--- src/uart_fc_pkg.sv ---
package uart_fc_pkg;

    // ------------------------------------------------------------
    // register offsets
    // ------------------------------------------------------------
    localparam logic [7:0] OFS_DIV_LOW      = 8'h08;
    localparam logic [7:0] OFS_DIV_HIGH     = 8'h09;
    localparam logic [7:0] OFS_ENH_FUNC     = 8'h0a;
    localparam logic [7:0] OFS_RESUME_FIRST = 8'h0b;
    localparam logic [7:0] OFS_RESUME_SEC   = 8'h0c;
    localparam logic [7:0] OFS_PAUSE_FIRST  = 8'h0d;
    localparam logic [7:0] OFS_PAUSE_SEC    = 8'h0e;
    localparam logic [7:0] OFS_FC_LOW       = 8'h12;
    localparam logic [7:0] OFS_FC_HIGH      = 8'h13;
    localparam logic [7:0] OFS_FC_STATUS    = 8'h20;

    // ------------------------------------------------------------
    // reset values
    // ------------------------------------------------------------
    localparam logic [7:0] RST_DIV_LOW  = 8'h00;
    localparam logic [7:0] RST_DIV_HIGH = 8'h00;
    localparam logic [7:0] RST_ENH_FUNC = 8'h00;
    localparam logic [7:0] RST_CHAR     = 8'h00;
    localparam logic [7:0] RST_TRIGGER  = 8'h00;

    // ------------------------------------------------------------
    // in-band mode codes and status bit positions
    // ------------------------------------------------------------
    localparam logic [1:0] MODE_OFF    = 2'h0;
    localparam logic [1:0] MODE_SECOND = 2'h1;
    localparam logic [1:0] MODE_FIRST  = 2'h2;
    localparam logic [1:0] MODE_BOTH   = 2'h3;

    localparam int STS_TX_PAUSED = 0;
    localparam int STS_RTS_FORCE = 1;
    localparam int STS_PAUSE_OUT = 2;
    localparam int STS_SPEC_DET  = 3;

    // ------------------------------------------------------------
    // carriers; in enh_func_t field order gives bit positions 7..0
    // ------------------------------------------------------------
    typedef struct packed {
        logic       autoCts;      // bit 7
        logic       autoRts;      // bit 6
        logic       specDetEn;    // bit 5
        logic       enhanced;     // bit 4
        logic [1:0] txMode;       // bits 3:2
        logic [1:0] rxMode;       // bits 1:0
    } enh_func_t;

    typedef struct packed {
        logic       wr;
        logic       rd;
        logic [7:0] addr;
        logic [7:0] wdata;
    } reg_req_t;

    typedef struct packed {
        logic       valid;
        logic [7:0] data;
    } char_evt_t;

    typedef struct packed {
        logic [7:0] resumeFirst;
        logic [7:0] resumeSecond;
        logic [7:0] pauseFirst;
        logic [7:0] pauseSecond;
    } flow_chars_t;

endpackage

--- src/flow_char_match.sv ---
`timescale 1ns/1ps
module flow_char_match
    import uart_fc_pkg::*;
(
    input  wire logic [7:0]  rxChar,
    input  wire logic [1:0]  useSet,
    input  wire flow_chars_t chars,
    output logic             isPause,
    output logic             isResume
);
    // useSet bit 1 selects the first pair, bit 0 the second pair
    always_comb begin
        isPause  = (useSet[1] && rxChar == chars.pauseFirst)
                || (useSet[0] && rxChar == chars.pauseSecond);
        isResume = (useSet[1] && rxChar == chars.resumeFirst)
                || (useSet[0] && rxChar == chars.resumeSecond);
    end
endmodule

--- src/fill_hysteresis.sv ---
`timescale 1ns/1ps
module fill_hysteresis
    import uart_fc_pkg::*;
#(
    parameter int FILL_W      = 8,
    parameter bit STRICT_HIGH = 1'b0
)(
    input  wire logic              clock,
    input  wire logic              rst,
    input  wire logic              enable,
    input  wire logic [FILL_W-1:0] fill,
    input  wire logic [FILL_W-1:0] highLevel,
    input  wire logic [FILL_W-1:0] lowLevel,
    output logic                   active_ff,
    output logic                   setPulse,
    output logic                   releasePulse
);
    logic aboveHigh;
    logic belowLow;

    assign aboveHigh    = STRICT_HIGH ? (fill > highLevel)
                                      : (fill >= highLevel);
    assign belowLow     = fill < lowLevel;
    assign setPulse     = enable && !active_ff && aboveHigh;
    assign releasePulse = enable && active_ff && belowLow;

    // disabling drops the state so no stale release fires later
    always_ff @(posedge clock) begin
        if (rst || !enable) begin
            active_ff <= 1'b0;
        end else if (setPulse) begin
            active_ff <= 1'b1;
        end else if (releasePulse) begin
            active_ff <= 1'b0;
        end
    end
endmodule

--- src/uart_flow_ctrl.sv ---
// Operation
// divisor low byte register, resets zero
// divisor high byte register, resets zero
// divisor is high byte over low byte
// pause match stops transmit after current char
// resume match restarts paused transmit
// receive mode: off, second, first pair
// receive both pairs when mode three, tx on
// software avoids receive three with tx off
// send pause above high, resume below low
// software sets enhanced before tx in-band
// transmit mode: off, second, first pair
// software never writes transmit mode three
// enhanced bit enables extras, resets zero
// detect either pause char, raise interrupt
// software enables detection with in-band
// rts high when fill reaches high level
// rts released when fill below low level
// cts high withholds transmission
// four flow character registers, reset zero
// low and high trigger registers, reset zero
//
// Our own choice: the address-and-strobe port.
`timescale 1ns/1ps
module uart_flow_ctrl
    import uart_fc_pkg::*;
#(
    parameter int FILL_W = 8
)(
    input  wire logic              clock,
    input  wire logic              rst,
    input  wire reg_req_t          regReq,
    output logic [7:0]             rdData_ff,
    input  wire char_evt_t         rxEvt,
    input  wire logic [FILL_W-1:0] rxFillLevel,
    input  wire logic              ctsN,
    input  wire logic              rtsAssert,
    input  wire logic              insertAck,
    output char_evt_t              insertReq_ff,
    output logic                   txEnable,
    output logic                   rtsN,
    output logic                   specCharIrq,
    output logic [15:0]            baudDivisor
);
    // ------------------------------------------------------------
    // elaboration checks
    // ------------------------------------------------------------
    if (FILL_W < 1 || FILL_W > 8) begin : g_bad_fill
        $error("FILL_W must lie between 1 and 8");
    end

    // ------------------------------------------------------------
    // register storage
    // ------------------------------------------------------------
    logic [7:0]  divLow_ff;
    logic [7:0]  divHigh_ff;
    enh_func_t   enhFunc_ff;
    flow_chars_t chars_ff;
    logic [7:0]  fcLow_ff;
    logic [7:0]  fcHigh_ff;
    logic        txPaused_ff;
    logic        specDet_ff;
    logic        pauseOut_ff;
    logic        rtsForce;
    logic        wrHit;
    assign wrHit = regReq.wr;

    always_ff @(posedge clock) begin
        if (rst) begin
            divLow_ff  <= RST_DIV_LOW;
            divHigh_ff <= RST_DIV_HIGH;
        end else if (wrHit && regReq.addr == OFS_DIV_LOW) begin
            divLow_ff  <= regReq.wdata;
        end else if (wrHit && regReq.addr == OFS_DIV_HIGH) begin
            divHigh_ff <= regReq.wdata;
        end
    end

    always_ff @(posedge clock) begin
        if (rst) begin
            enhFunc_ff <= enh_func_t'(RST_ENH_FUNC);
        end else if (wrHit && regReq.addr == OFS_ENH_FUNC) begin
            enhFunc_ff <= enh_func_t'(regReq.wdata);
        end
    end

    always_ff @(posedge clock) begin
        if (rst) begin
            chars_ff <= {4{RST_CHAR}};
        end else if (wrHit) begin
            case (regReq.addr)
                OFS_RESUME_FIRST: chars_ff.resumeFirst  <= regReq.wdata;
                OFS_RESUME_SEC:   chars_ff.resumeSecond <= regReq.wdata;
                OFS_PAUSE_FIRST:  chars_ff.pauseFirst   <= regReq.wdata;
                OFS_PAUSE_SEC:    chars_ff.pauseSecond  <= regReq.wdata;
                default:          chars_ff <= chars_ff;
            endcase
        end
    end

    always_ff @(posedge clock) begin
        if (rst) begin
            fcLow_ff  <= RST_TRIGGER;
            fcHigh_ff <= RST_TRIGGER;
        end else if (wrHit && regReq.addr == OFS_FC_LOW) begin
            fcLow_ff  <= regReq.wdata;
        end else if (wrHit && regReq.addr == OFS_FC_HIGH) begin
            fcHigh_ff <= regReq.wdata;
        end
    end

    assign baudDivisor = {divHigh_ff, divLow_ff};

    // ------------------------------------------------------------
    // read port, data one cycle after the strobe
    // ------------------------------------------------------------
    logic [7:0] statusByte;
    logic [7:0] nxt_rdData;

    always_comb begin
        statusByte = 8'h00;
        statusByte[STS_TX_PAUSED] = txPaused_ff;
        statusByte[STS_RTS_FORCE] = rtsForce;
        statusByte[STS_PAUSE_OUT] = pauseOut_ff;
        statusByte[STS_SPEC_DET]  = specDet_ff;
        case (regReq.addr)
            OFS_DIV_LOW:      nxt_rdData = divLow_ff;
            OFS_DIV_HIGH:     nxt_rdData = divHigh_ff;
            OFS_ENH_FUNC:     nxt_rdData = enhFunc_ff;
            OFS_RESUME_FIRST: nxt_rdData = chars_ff.resumeFirst;
            OFS_RESUME_SEC:   nxt_rdData = chars_ff.resumeSecond;
            OFS_PAUSE_FIRST:  nxt_rdData = chars_ff.pauseFirst;
            OFS_PAUSE_SEC:    nxt_rdData = chars_ff.pauseSecond;
            OFS_FC_LOW:       nxt_rdData = fcLow_ff;
            OFS_FC_HIGH:      nxt_rdData = fcHigh_ff;
            OFS_FC_STATUS:    nxt_rdData = statusByte;
            default:          nxt_rdData = 8'h00;
        endcase
    end

    // data shows only in the cycle after the read strobe
    always_ff @(posedge clock) begin
        if (rst || !regReq.rd) begin
            rdData_ff <= 8'h00;
        end else begin
            rdData_ff <= nxt_rdData;
        end
    end

    // ------------------------------------------------------------
    // received in-band flow control
    // ------------------------------------------------------------
    logic [1:0] rxUse;
    logic       rxPause;
    logic       rxResume;
    logic       detPause;
    logic       txModeOn;

    assign txModeOn = enhFunc_ff.txMode == MODE_SECOND
                   || enhFunc_ff.txMode == MODE_FIRST;

    // mode three with transmit off is illegal; treated as off
    always_comb begin
        case (enhFunc_ff.rxMode)
            MODE_SECOND: rxUse = 2'h1;
            MODE_FIRST:  rxUse = 2'h2;
            MODE_BOTH:   rxUse = txModeOn ? 2'h3 : 2'h0;
            default:     rxUse = 2'h0;
        endcase
    end

    flow_char_match u_rx_match (
        .rxChar   (rxEvt.data),
        .useSet   (rxUse),
        .chars    (chars_ff),
        .isPause  (rxPause),
        .isResume (rxResume)
    );

    flow_char_match u_det_match (
        .rxChar   (rxEvt.data),
        .useSet   (2'h3),
        .chars    (chars_ff),
        .isPause  (detPause),
        .isResume ()
    );

    // pause wins if one character matches both
    always_ff @(posedge clock) begin
        if (rst || rxUse == 2'h0) begin
            txPaused_ff <= 1'b0;
        end else if (rxEvt.valid && rxPause) begin
            txPaused_ff <= 1'b1;
        end else if (rxEvt.valid && rxResume && txPaused_ff) begin
            txPaused_ff <= 1'b0;
        end
    end

    // sticky, cleared by a status read; a new match wins over clear
    logic specSet;
    logic specClr;

    assign specSet = rxEvt.valid && detPause
                  && enhFunc_ff.enhanced && enhFunc_ff.specDetEn;
    assign specClr = regReq.rd && regReq.addr == OFS_FC_STATUS;

    always_ff @(posedge clock) begin
        if (rst) begin
            specDet_ff <= 1'b0;
        end else begin
            specDet_ff <= specSet || (specDet_ff && !specClr);
        end
    end

    assign specCharIrq = specDet_ff;

    // ------------------------------------------------------------
    // transmit gating; the transmitter finishes its current char
    // ------------------------------------------------------------
    logic ctsHold;
    assign ctsHold  = enhFunc_ff.enhanced && enhFunc_ff.autoCts && ctsN;
    assign txEnable = !txPaused_ff && !ctsHold;

    // ------------------------------------------------------------
    // automatic rts and in-band transmit flow control
    // ------------------------------------------------------------
    logic [FILL_W-1:0] hiLvl;
    logic [FILL_W-1:0] loLvl;
    logic              rtsEn;
    logic              txFlowEn;
    logic              sendPause;
    logic              sendResume;

    assign hiLvl    = fcHigh_ff[FILL_W-1:0];
    assign loLvl    = fcLow_ff[FILL_W-1:0];
    assign rtsEn    = enhFunc_ff.enhanced && enhFunc_ff.autoRts;
    assign txFlowEn = enhFunc_ff.enhanced && txModeOn;

    fill_hysteresis #(
        .FILL_W      (FILL_W),
        .STRICT_HIGH (1'b0)
    ) u_rts_hyst (
        .clock        (clock),
        .rst          (rst),
        .enable       (rtsEn),
        .fill         (rxFillLevel),
        .highLevel    (hiLvl),
        .lowLevel     (loLvl),
        .active_ff    (rtsForce),
        .setPulse     (),
        .releasePulse ()
    );

    assign rtsN = !(rtsAssert && !rtsForce);

    fill_hysteresis #(
        .FILL_W      (FILL_W),
        .STRICT_HIGH (1'b1)
    ) u_tx_hyst (
        .clock        (clock),
        .rst          (rst),
        .enable       (txFlowEn),
        .fill         (rxFillLevel),
        .highLevel    (hiLvl),
        .lowLevel     (loLvl),
        .active_ff    (pauseOut_ff),
        .setPulse     (sendPause),
        .releasePulse (sendResume)
    );

    // one pending character; a newer event replaces an unsent one
    logic [7:0] pauseChar;
    logic [7:0] resumeChar;

    assign pauseChar  = enhFunc_ff.txMode == MODE_FIRST
                      ? chars_ff.pauseFirst : chars_ff.pauseSecond;
    assign resumeChar = enhFunc_ff.txMode == MODE_FIRST
                      ? chars_ff.resumeFirst : chars_ff.resumeSecond;

    always_ff @(posedge clock) begin
        if (rst || !txFlowEn) begin
            insertReq_ff <= '0;
        end else if (sendPause) begin
            insertReq_ff <= '{valid: 1'b1, data: pauseChar};
        end else if (sendResume) begin
            insertReq_ff <= '{valid: 1'b1, data: resumeChar};
        end else if (insertAck) begin
            insertReq_ff.valid <= 1'b0;
        end
    end
endmodule

--- config.mk ---
export PLATFORM = sky130hd
export DESIGN_NAME = uart_flow_ctrl
export DESIGN_NICKNAME = d
export VERILOG_FILES = /design/src/uart_fc_pkg.sv /design/src/flow_char_match.sv /design/src/fill_hysteresis.sv /design/src/uart_flow_ctrl.sv
export SDC_FILE = /design/constraint.sdc
export NUM_CORES = 1
export LEC_CHECK = 0
export ABC_AREA = 0
export BUFFER_PORTS_ARGS = -buffer_cell sky130_fd_sc_hd__buf_2
export CORE_UTILIZATION = 55
export CTS_CLUSTER_DIAMETER = 80
export CTS_CLUSTER_SIZE = 12
export DETAILED_ROUTE_END_ITERATION = 16
export PLACE_DENSITY_LB_ADDON = 0.15
export SLEW_MARGIN = 5
export SYNTH_ARGS = -nofsm -noshare
export SYNTH_HDL_FRONTEND = slang
export SYNTH_SLANG_ARGS = --single-unit
--- constraint.sdc ---
create_clock -name clock -period 2.6 [get_ports clock]
set_clock_uncertainty 0.05 [all_clocks]
set_input_delay 0 -clock clock [delete_from_list [all_inputs] [get_ports clock]]
set_output_delay 0 -clock clock [all_outputs]
set_load 0.02 [all_outputs]
==> impl_metrics.ini, run 1 <==
[placement]
hpwl_mm = 11.8
detailed_place.area_um2 = 5550
port_buffers = 75
place.gp.congestion = 0.946

[clock_network]
post-cts-setup-buffer-count = 0
htree_levels = 3
clkSinkCount = 93
cts-buffers-inserted = 9
clockRootBuffer = clkbuf_8
ctsLongestPathBuffers = 2
clkTransAtPathRegs_ns = 0.09
insertion_delay_ns = 0.36
cts_tree = built

[logic_synthesis]
avgSynthCellArea_um2 = 8.96
synthArstFlopShare_pct = 0
ys_seq_elements = 93
synth.distinct_cells = 61
synth_warnings = 0
synth_seq_area_share_pct = 36.1
netlist_area_um2 = 5160
synthesis.instances = 576
synth_edf_count = 0
synthFlopType = dfxtp_1
syn-num-nets = 632

[critical_path]
required_ns = 2.79
startpoint = fcHigh_ff[7]
rr_startpoint = fcHigh_ff[7]
r2r-end = insertReq_ff[5]
endpoint_kind = flip-flop
setup.worst_path.class = reg2reg
worst-path-max-fanout = 10
cp.arrival_ns = 2.33
worstSetupEndpoint = insertReq_ff[5]
reg2reg_setup_slack_ns = 0.45
worstSetupStartpointType = flip-flop
worst_r2r_path_depth = 7

[layout]
synthToLayoutAreaGrowth_pct = 14.2
layout.nets = 695
final_core_util_pct = 66.4
n_antenna_cell = 0
fin_area_um2 = 5900
fillers = 746
drive_gt1_share_pct = 21.2

[floorplanning]
pin_count = 76
die_area_um2 = 9780
start_util_pct = 58.1
row_count = 34
die_h_um = 98.9
die_w_um = 98.9
core_area_um2 = 8890

[sta]
period_needed_ns = 2.15
period_share_pct = 82.5
drv_slew = 0
worst_pin_slew_ns = 0.707
rsz0062_at_grt = false
slew_headroom_pct = 52.7
hold_viol = 0
setup_viol = 0
tns_ns = 0
max_freq_mhz = 466

[global_routing]
antenna_found_initial = 0
grt_max_degree = 49
grt_pass1_vias = 4373
grt_first_pass_wirelength_mm = 24.4
grt_overflow_total = 0
grt_use_total_pct = 33.2

[route]
antenna_left = 0
vias_per_cell = 6.25
drt_wl_total_mm = 15.9
drt_first_pass_iters = 4
num_vias = 4690
wl_per_cell_um = 21.2
drt-initial-drc-count = 382
drcViolationCount = 0

[run_status]
outcome = finished, final reports clean

[min_path]
hold_start = rst
hold_class = in2reg

[pwr]
peakVddDrop_uv = 298
p_leak_nw = 2.60
p_total_mw = 2.79
power_density_nw_per_um2 = 473

[job]
maxCapViolCount = 0
[per-layer routing]
metal	part of all wire, %	vias up	routed length (µm)	track usage, %
met5	0	-	0	0
met4	2.9	0	457	13.2
met3	6.5	38	1030	3.97
met2	47	233	7410	55.0
met1	44	2229	6990	44.1
li1	-	2190	-	-
[through the flow]
stage | std cells | setup WS (ns) | hold slack [ns]
6_report | 751 | 0.454 | 0.0616
3_5_place_dp | 724 | 0.508 | 0.217
2_1_floorplan | 576 | 0.635 | 0.0758
5_1_grt | 751 | 0.331 | 0.0608
3_3_place_gp | 724 | 0.586 | 0.211
4_1_cts | 751 | 0.500 | 0.0398
[cell usage in the layout, fill, tap and decap left out, types with 3 or more instances in the layout]
cell type,count
nand3_1,26
inv_1,18
mux2_2,21
nand3b_1,3
o21ai_0,3
dfxtp_1,93
a22oi_1,13
nor3b_1,4
a211oi_1,19
a22o_1,9
nand3_2,3
o22ai_1,4
nand2b_1,4
nand2_1,37
nor4_1,3
clkbuf_8,9
xor2_1,8
buf_4,12
nor2b_1,4
a21oi_1,31
buf_2,75
bufinv_16,3
xnor2_1,24
ha_1,16
nor2_1,65
nor3_1,3
a21o_1,3
nand4_1,10
dlygate4sd3_1,12
a31oi_1,4
mux2i_1,65
[state kept, by name, summed over array words and instances (netlist names), 8 cells and up]
register,flops
fcHigh_ff,8
divLow_ff,8
divHigh_ff,8
fcLow_ff,8
rdData_ff,8
insertReq_ff,9
enhFunc_ff,8
chars_ff,32
[repair_timing]
item                                    4_1_cts  5_1_grt
endpoints found under the hold margin        41        0
endpoints found under the setup margin        0        0
hold buffers                                 12        0
gates resized for setup                       0        0
[worst min path at each step]
stage / cells after the start / slack, ns / end
2_1_floorplan: 1 / 0.08 / rtsN
3_3_place_gp: 3 / 0.21 / rtsN
3_5_place_dp: 3 / 0.22 / rtsN
4_1_cts: 2 / 0.04 / enhFunc_ff[4]
5_1_grt: 2 / 0.06 / enhFunc_ff[6]
6_report: 2 / 0.06 / enhFunc_ff[4]
[cell usage after synthesis, types with 3 or more instances]
library cell	n	area, µm²
inv_1	18	67.6
nor3b_1	4	30.0
a211oi_1	20	150
xnor2_1	24	210
a21o_1	3	22.5
xor2_1	8	70.1
nand3_2	3	30.0
a21oi_1	31	155
dfxtp_1	93	1860
a22o_1	9	78.8
buf_2	19	95.1
a31oi_1	4	25.0
nand3b_1	3	22.5
nand2_1	37	139
mux2i_1	65	651
mux2_2	21	236
clkbuf_1	22	82.6
nor2_1	65	244
a22oi_1	13	97.6
nor2b_1	4	25.0
nor3_1	3	15.0
nand2b_1	4	25.0
buf_1	3	11.3
o22ai_1	4	25.0
nand4_1	10	62.6
nand3_1	26	130
nor4_1	3	18.8
o21ai_0	3	15.0
ha_1	16	200
[final cells by class]
class / instances / area [µm²] / area share (%)
multi-input cells: 418 / 3020 / 51.2
flip-flops and latches: 93 / 1860 / 31.6
repair buffers: 99 / 586 / 9.93
well taps: 108 / 135 / 2.29
clock buffers: 11 / 131 / 2.23
clock inverters: 4 / 97.6 / 1.65
inverters: 18 / 67.6 / 1.15
[power breakdown]
group | total, mW | internal [mW] | switching, mW | leakage [nW]
sequential | 1.43 | 1.42 | 0.00184 | 0.749
combinational | 0.224 | 0.0814 | 0.142 | 1.74
clock | 1.14 | 0.635 | 0.509 | 0.110
total | 2.79 | 2.14 | 0.653 | 2.60
[critical path, stage by stage, from the launching register on]
cell,delay [ns]
dfxtp_1,0.39
inv_1,0.06
ha_1,0.34
nand4_1,0.14
or2_2,0.33
nand2_1,0.24
a21o_1,0.33
a211oi_1,0.14
[cells by family (layout without fill, tap and decap cells)]
family                   Yosys count  count (layout)  share of synthesized area [%]
adder cells (fa/ha/maj)           16              16                           3.88
buffers and inverters             65             132                           5.55
multiplexers                      87              87                           17.6
AND/OR/NAND/NOR                  179             179                           17.4
XOR/XNOR                          32              32                           5.43
AO/OA/AOI/OAI                    104             104                           14.0
flip-flops                        93              93                           36.1
No activity file was read; power rests on OpenSTA's default activity.
==> inputs of run 2 (changes only) <==
==> constraint.sdc (replaced) <==
create_clock -name clock -period 2.2 [get_ports clock]
set_clock_uncertainty 0.05 [all_clocks]
set_input_delay 0 -clock clock [delete_from_list [all_inputs] [get_ports clock]]
set_output_delay 0 -clock clock [all_outputs]
set_load 0.02 [all_outputs]
==> run 2 against run 1 <==
- register-to-register slack got worse by 0.33 ns
- highest routed layer unchanged
- final cell count up 1.1%
- largest cell class unchanged
- wire length decreased by 1.5%
- setup slack worse by 0.33 ns
- final area increased by 2.1%
- sequential share of layout area shrank 0.62 points
==> impl_metrics.ini, run 2 (synthesis gave the netlist of run 1 again) <==
[run_status]
outcome = finished, final reports clean

[floorplanning]
core_area_um2 = 8890
die_h_um = 98.9
pin_count = 76
die_area_um2 = 9780
die_w_um = 98.9
start_util_pct = 58.1
row_count = 34

[sta]
slew_headroom_pct = 59.8
timing.final.ws_setup_ns = 0.128
worst_pin_slew_ns = 0.601
tns_ns = 0
rsz0062_at_grt = false
hold_ws_ns = 0.0721
max_freq_mhz = 483
hold_viol = 0
drv_slew = 0
period_needed_ns = 2.07
period_share_pct = 94.2
setup_viol = 0

[global_routing]
grt_overflow_total = 0
antenna_found_initial = 0
grt_pass1_vias = 4501
grt_first_pass_wirelength_mm = 24.4
grt_max_degree = 43
grt_use_total_pct = 32.9

[clock_network]
insertion_delay_ns = 0.37
ctsLongestPathBuffers = 2
clockRootBuffer = clkbuf_8
htree_levels = 3
cts_tree = built
clkTransAtPathRegs_ns = 0.10
cts-buffers-inserted = 9
clkSinkCount = 93

[layout]
layout_common_cells = dfxtp_1 (92), buf_2 (75), nor2_1 (65), mux2i_1 (65), nand2_1 (37)
drive_gt1_share_pct = 23.0
top_regs = chars_ff: 32 flops, insertReq_ff: 9 flops
fin_area_um2 = 6020
fillers = 761
fin_cells = 759
largest_reg_flops = 32
synthToLayoutAreaGrowth_pct = 16.6
layout.nets = 702
final_core_util_pct = 67.7
n_antenna_cell = 0
regMostFlops = chars_ff
layout_commonest_cell = dfxtp_1

[min_path]
whs_endpoint = rdData_ff[3]
hold_depth = 3
hold_class = in2reg
hold_start = rst

[route]
drcViolationCount = 0
drt_wl_total_mm = 15.7
num_vias = 4674
drt-initial-drc-count = 390
antenna_left = 0
drt_first_pass_iters = 5
wl_per_cell_um = 20.6
vias_per_cell = 6.16

[critical_path]
cp.arrival_ns = 2.26
setup.worst_path.class = reg2reg
r2r-end = insertReq_ff[3]
required_ns = 2.39
worst_r2r_path_depth = 7
crit_chain = inv_1 > ha_1 > nand4_1 > or2_2 > nand2_1 > a21o_1 > a211oi_1
critPathSlowestCell = dfxtp_1
rr_startpoint = fcHigh_ff[7]
worstSetupStartpointType = flip-flop
cp_top_family = simple AND/OR/NAND/NOR gates
path_buf_inv = 1
worst-path-max-fanout = 10
endpoint_kind = flip-flop
cp_slowest_stage_delay_ns = 0.38
reg2reg_setup_slack_ns = 0.13

[job]
maxCapViolCount = 0

[pwr]
peakVddDrop_uv = 357
power_density_nw_per_um2 = 578
p_total_mw = 3.48
p_leak_nw = 2.66

[placement]
hpwl_mm = 11.7
detailed_place.area_um2 = 5580
port_buffers = 75
dpl.cell_count = 728
place.gp.congestion = 0.923
pre_cts_ws_ns = 0.180
## run 2: where the power goes
group	switching (mW)	total (mW)	leakage [nW]	internal (mW)
logic	0.167	0.267	1.78	0.100
clock network	0.627	1.53	0.136	0.901
registers	0.00212	1.69	0.749	1.68
total	0.796	3.48	2.66	2.68
## run 2: worst register-to-register path: stages, from the launching register on
cell	delay (ns)
dfxtp_1	0.38
inv_1	0.06
ha_1	0.32
nand4_1	0.13
or2_2	0.32
nand2_1	0.24
a21o_1	0.32
a211oi_1	0.14
## run 2: cell type report
type,instances,area [µm²],area share [%]
multi-input combinational,418,3040,50.5
sequential,93,1860,30.9
timing repair buffer,106,642,10.7
clock buffer,10,138,2.29
tap,108,135,2.24
clock inverter,6,134,2.22
inverter,18,67.6,1.12
## run 2: timing repair
action / CTS / global route
endpoints found under the setup margin: 0 / 8
hold buffers: 12 / 0
endpoints found under the hold margin: 28 / 0
resized for setup: 0 / 6
buffers inserted: 0 / 2
## run 2: how the worst max path moves through the flow
stage | start | endpoint | slack, ns | cells past startpoint
2_1_floorplan | fcHigh_ff[1] | insertReq_ff[0] | 0.24 | 9
3_3_place_gp | fcHigh_ff[3] | insertReq_ff[4] | 0.23 | 7
3_5_place_dp | fcHigh_ff[7] | insertReq_ff[3] | 0.18 | 7
4_1_cts | fcHigh_ff[1] | insertReq_ff[3] | 0.16 | 7
5_1_grt | fcLow_ff[7] | insertReq_ff[0] | 0.02 | 8
6_report | fcHigh_ff[7] | insertReq_ff[3] | 0.13 | 7
## run 2: layer usage
layer  wire [µm]  GRT usage (%)  up-vias  part of all wire, %
li1            -              -     2202                    -
met1        6830           43.2     2217                   44
met2        7200           53.5      211                   46
met3        1010           5.32       44                  6.5
met4         612           14.6        0                  3.9
met5           0              0        -                    0
==> inputs of run 3 (changes only) <==
--- a/config.mk
+++ b/config.mk
@@ -7,6 +7,7 @@
 export LEC_CHECK = 0
 export ABC_AREA = 0
 export BUFFER_PORTS_ARGS = -buffer_cell sky130_fd_sc_hd__buf_2
+export CORE_MARGIN = 10
 export CORE_UTILIZATION = 55
 export CTS_CLUSTER_DIAMETER = 80
 export CTS_CLUSTER_SIZE = 12
==> run 3 against run 2 <==
- die area up 40%
- sequential power about the same
- critical endpoint is now insertReq_ff[4]
- clock power down 20%
- total power down 8.8%
- utilization down 3.0 points
==> impl_metrics.ini, run 3 (synthesis gave the netlist of run 1 again) <==
[run_status]
outcome = finished, final reports clean

[pwr]
peakVddDrop_uv = 317
p_total_mw = 3.17
power_density_nw_per_um2 = 533
p_leak_nw = 2.63

[route]
drt_first_pass_iters = 7
antenna_left = 0
vias_per_cell = 6.26
drt-initial-drc-count = 453
drcViolationCount = 0
wl_per_cell_um = 22.1
num_vias = 4762
drt_wl_total_mm = 16.9

[critical_path]
cp.arrival_ns = 2.23
worstSetupStartpointType = flip-flop
critPathSlowestCell = dfxtp_2
setup.worst_path.class = reg2reg
worst-path-max-fanout = 10
r2r-end = insertReq_ff[4]
reg2reg_setup_slack_ns = 0.18
crit_chain = inv_1 > ha_1 > a211oi_1 > o21ai_1 > a211oi_2 > buf_6 > mux2i_1 > a211oi_2
endpoint_kind = flip-flop
rr_startpoint = fcLow_ff[2]
cp_slowest_stage_delay_ns = 0.36
required_ns = 2.41
path_common_cell = a211oi_2
worst_r2r_path_depth = 8

[floorplanning]
die_h_um = 117
start_util_pct = 56.1
die_area_um2 = 13700
core_area_um2 = 9200
row_count = 35
pin_count = 76
die_w_um = 117

[clock_network]
clkTransAtPathRegs_ns = 0.10
clockRootBuffer = clkbuf_8
clkSinkCount = 93
htree_levels = 3
cts-buffers-inserted = 9
insertion_delay_ns = 0.37
post-cts-setup-buffer-count = 0
ctsLongestPathBuffers = 2
cts_tree = built

[global_routing]
grt_pass1_vias = 4677
grtUsageMet1_pct = 31.8
met3_usage_pct = 6.52
grt_overflow_total = 0
grt_use_total_pct = 25.0
antenna_found_initial = 0
use_met2_pct = 39.3
grt_first_pass_wirelength_mm = 26.1
busiest_layer = met2
grt_max_degree = 52

[layout]
layout_common_cells = dfxtp_1 (92), buf_2 (75), nor2_1 (65), mux2i_1 (65), nand2_1 (37)
fin_area_um2 = 5950
layout.nets = 701
fillers = 814
drive_gt1_share_pct = 23.1
layout_commonest_cell = dfxtp_1
largest_reg_flops = 32
synthToLayoutAreaGrowth_pct = 15.3
n_antenna_cell = 0
top_regs = chars_ff: 32 flops, insertReq_ff: 9 flops
regMostFlops = chars_ff

[sta]
rsz0062_at_grt = false
tns_ns = 0
setup_viol = 0
hold_viol = 0
slew_headroom_pct = 60.3
max_freq_mhz = 494
period_share_pct = 92.0
period_needed_ns = 2.02
drv_slew = 0
worst_pin_slew_ns = 0.596

[job]
maxCapViolCount = 0

[min_path]
hold_start = rst
hold_class = in2reg
hold_depth = 2
whs_endpoint = divHigh_ff[4]

[placement]
port_buffers = 75
detailed_place.area_um2 = 5620
place.gp.congestion = 0.979
hpwl_mm = 12.7
## run 3: changes by cell type in the layout (fill, tap and decap cells not counted), sizes merged
cell         before  now
dlygate4sd3      12   11
inv              18   20
bufinv            4    1
clkinvlp          0    1
## run 3: power breakdown
part	switching [mW]	internal (mW)	leakage (nW)
registers	0.00228	1.68	0.749
logic	0.169	0.100	1.77
clock network	0.653	0.565	0.103
total	0.824	2.35	2.63
## run 3: how the worst max path moves through the flow
stage	from	end	slack, ns	depth (start not counted)
after floorplan	fcHigh_ff[1]	insertReq_ff[0]	0.24	9
after global placement	fcLow_ff[2]	insertReq_ff[0]	0.22	8
after detailed placement	fcHigh_ff[7]	insertReq_ff[4]	0.15	7
after CTS	fcLow_ff[2]	insertReq_ff[4]	0.11	8
after global routing	fcLow_ff[2]	insertReq_ff[4]	0.03	8
final	fcLow_ff[2]	insertReq_ff[4]	0.18	8
## run 3: worst max-delay path, delay by kind of cell, from the launching register on
kind                     cells  cell delay, ns
AO/OA/AOI/OAI                4            0.73
adder cells (fa/ha/maj)      1            0.29
buffers and inverters        2            0.25
flip-flops                   1            0.36
multiplexers                 1            0.24
## run 3: per-stage QoR
stage                     utilization, %  setup WS, ns  hold slack [ns]  cells
after floorplan                        -         0.235           0.0758    576
after global placement              61.1         0.216            0.213    734
after detailed placement            61.1         0.153            0.217    734
after CTS                           64.5         0.112           0.0395    761
after global routing                64.7        0.0346           0.0652    761
final                               64.7         0.177           0.0614    761
## run 3: cell type report
class	count	area, µm²	share of cell area, %
multi-input combinational	418	3030	50.9
inverter	18	67.6	1.14
timing repair buffer	105	644	10.8
clock buffer	10	138	2.31
clock inverter	6	68.8	1.16
tap	111	139	2.33
sequential	93	1860	31.3
## run 3: per-layer routing
metal / part of all wire [%] / up-vias
met5: 0 / -
met3: 10 / 40
li1: - / 2196
met1: 41 / 2252
met4: 3.6 / 0
met2: 45 / 274
## run 3: what timing repair did
action	4_1_cts	5_1_grt
setup endpoints to repair	0	3
endpoints found under the hold margin	32	0
hold buffers	11	0
gates resized for setup	0	5
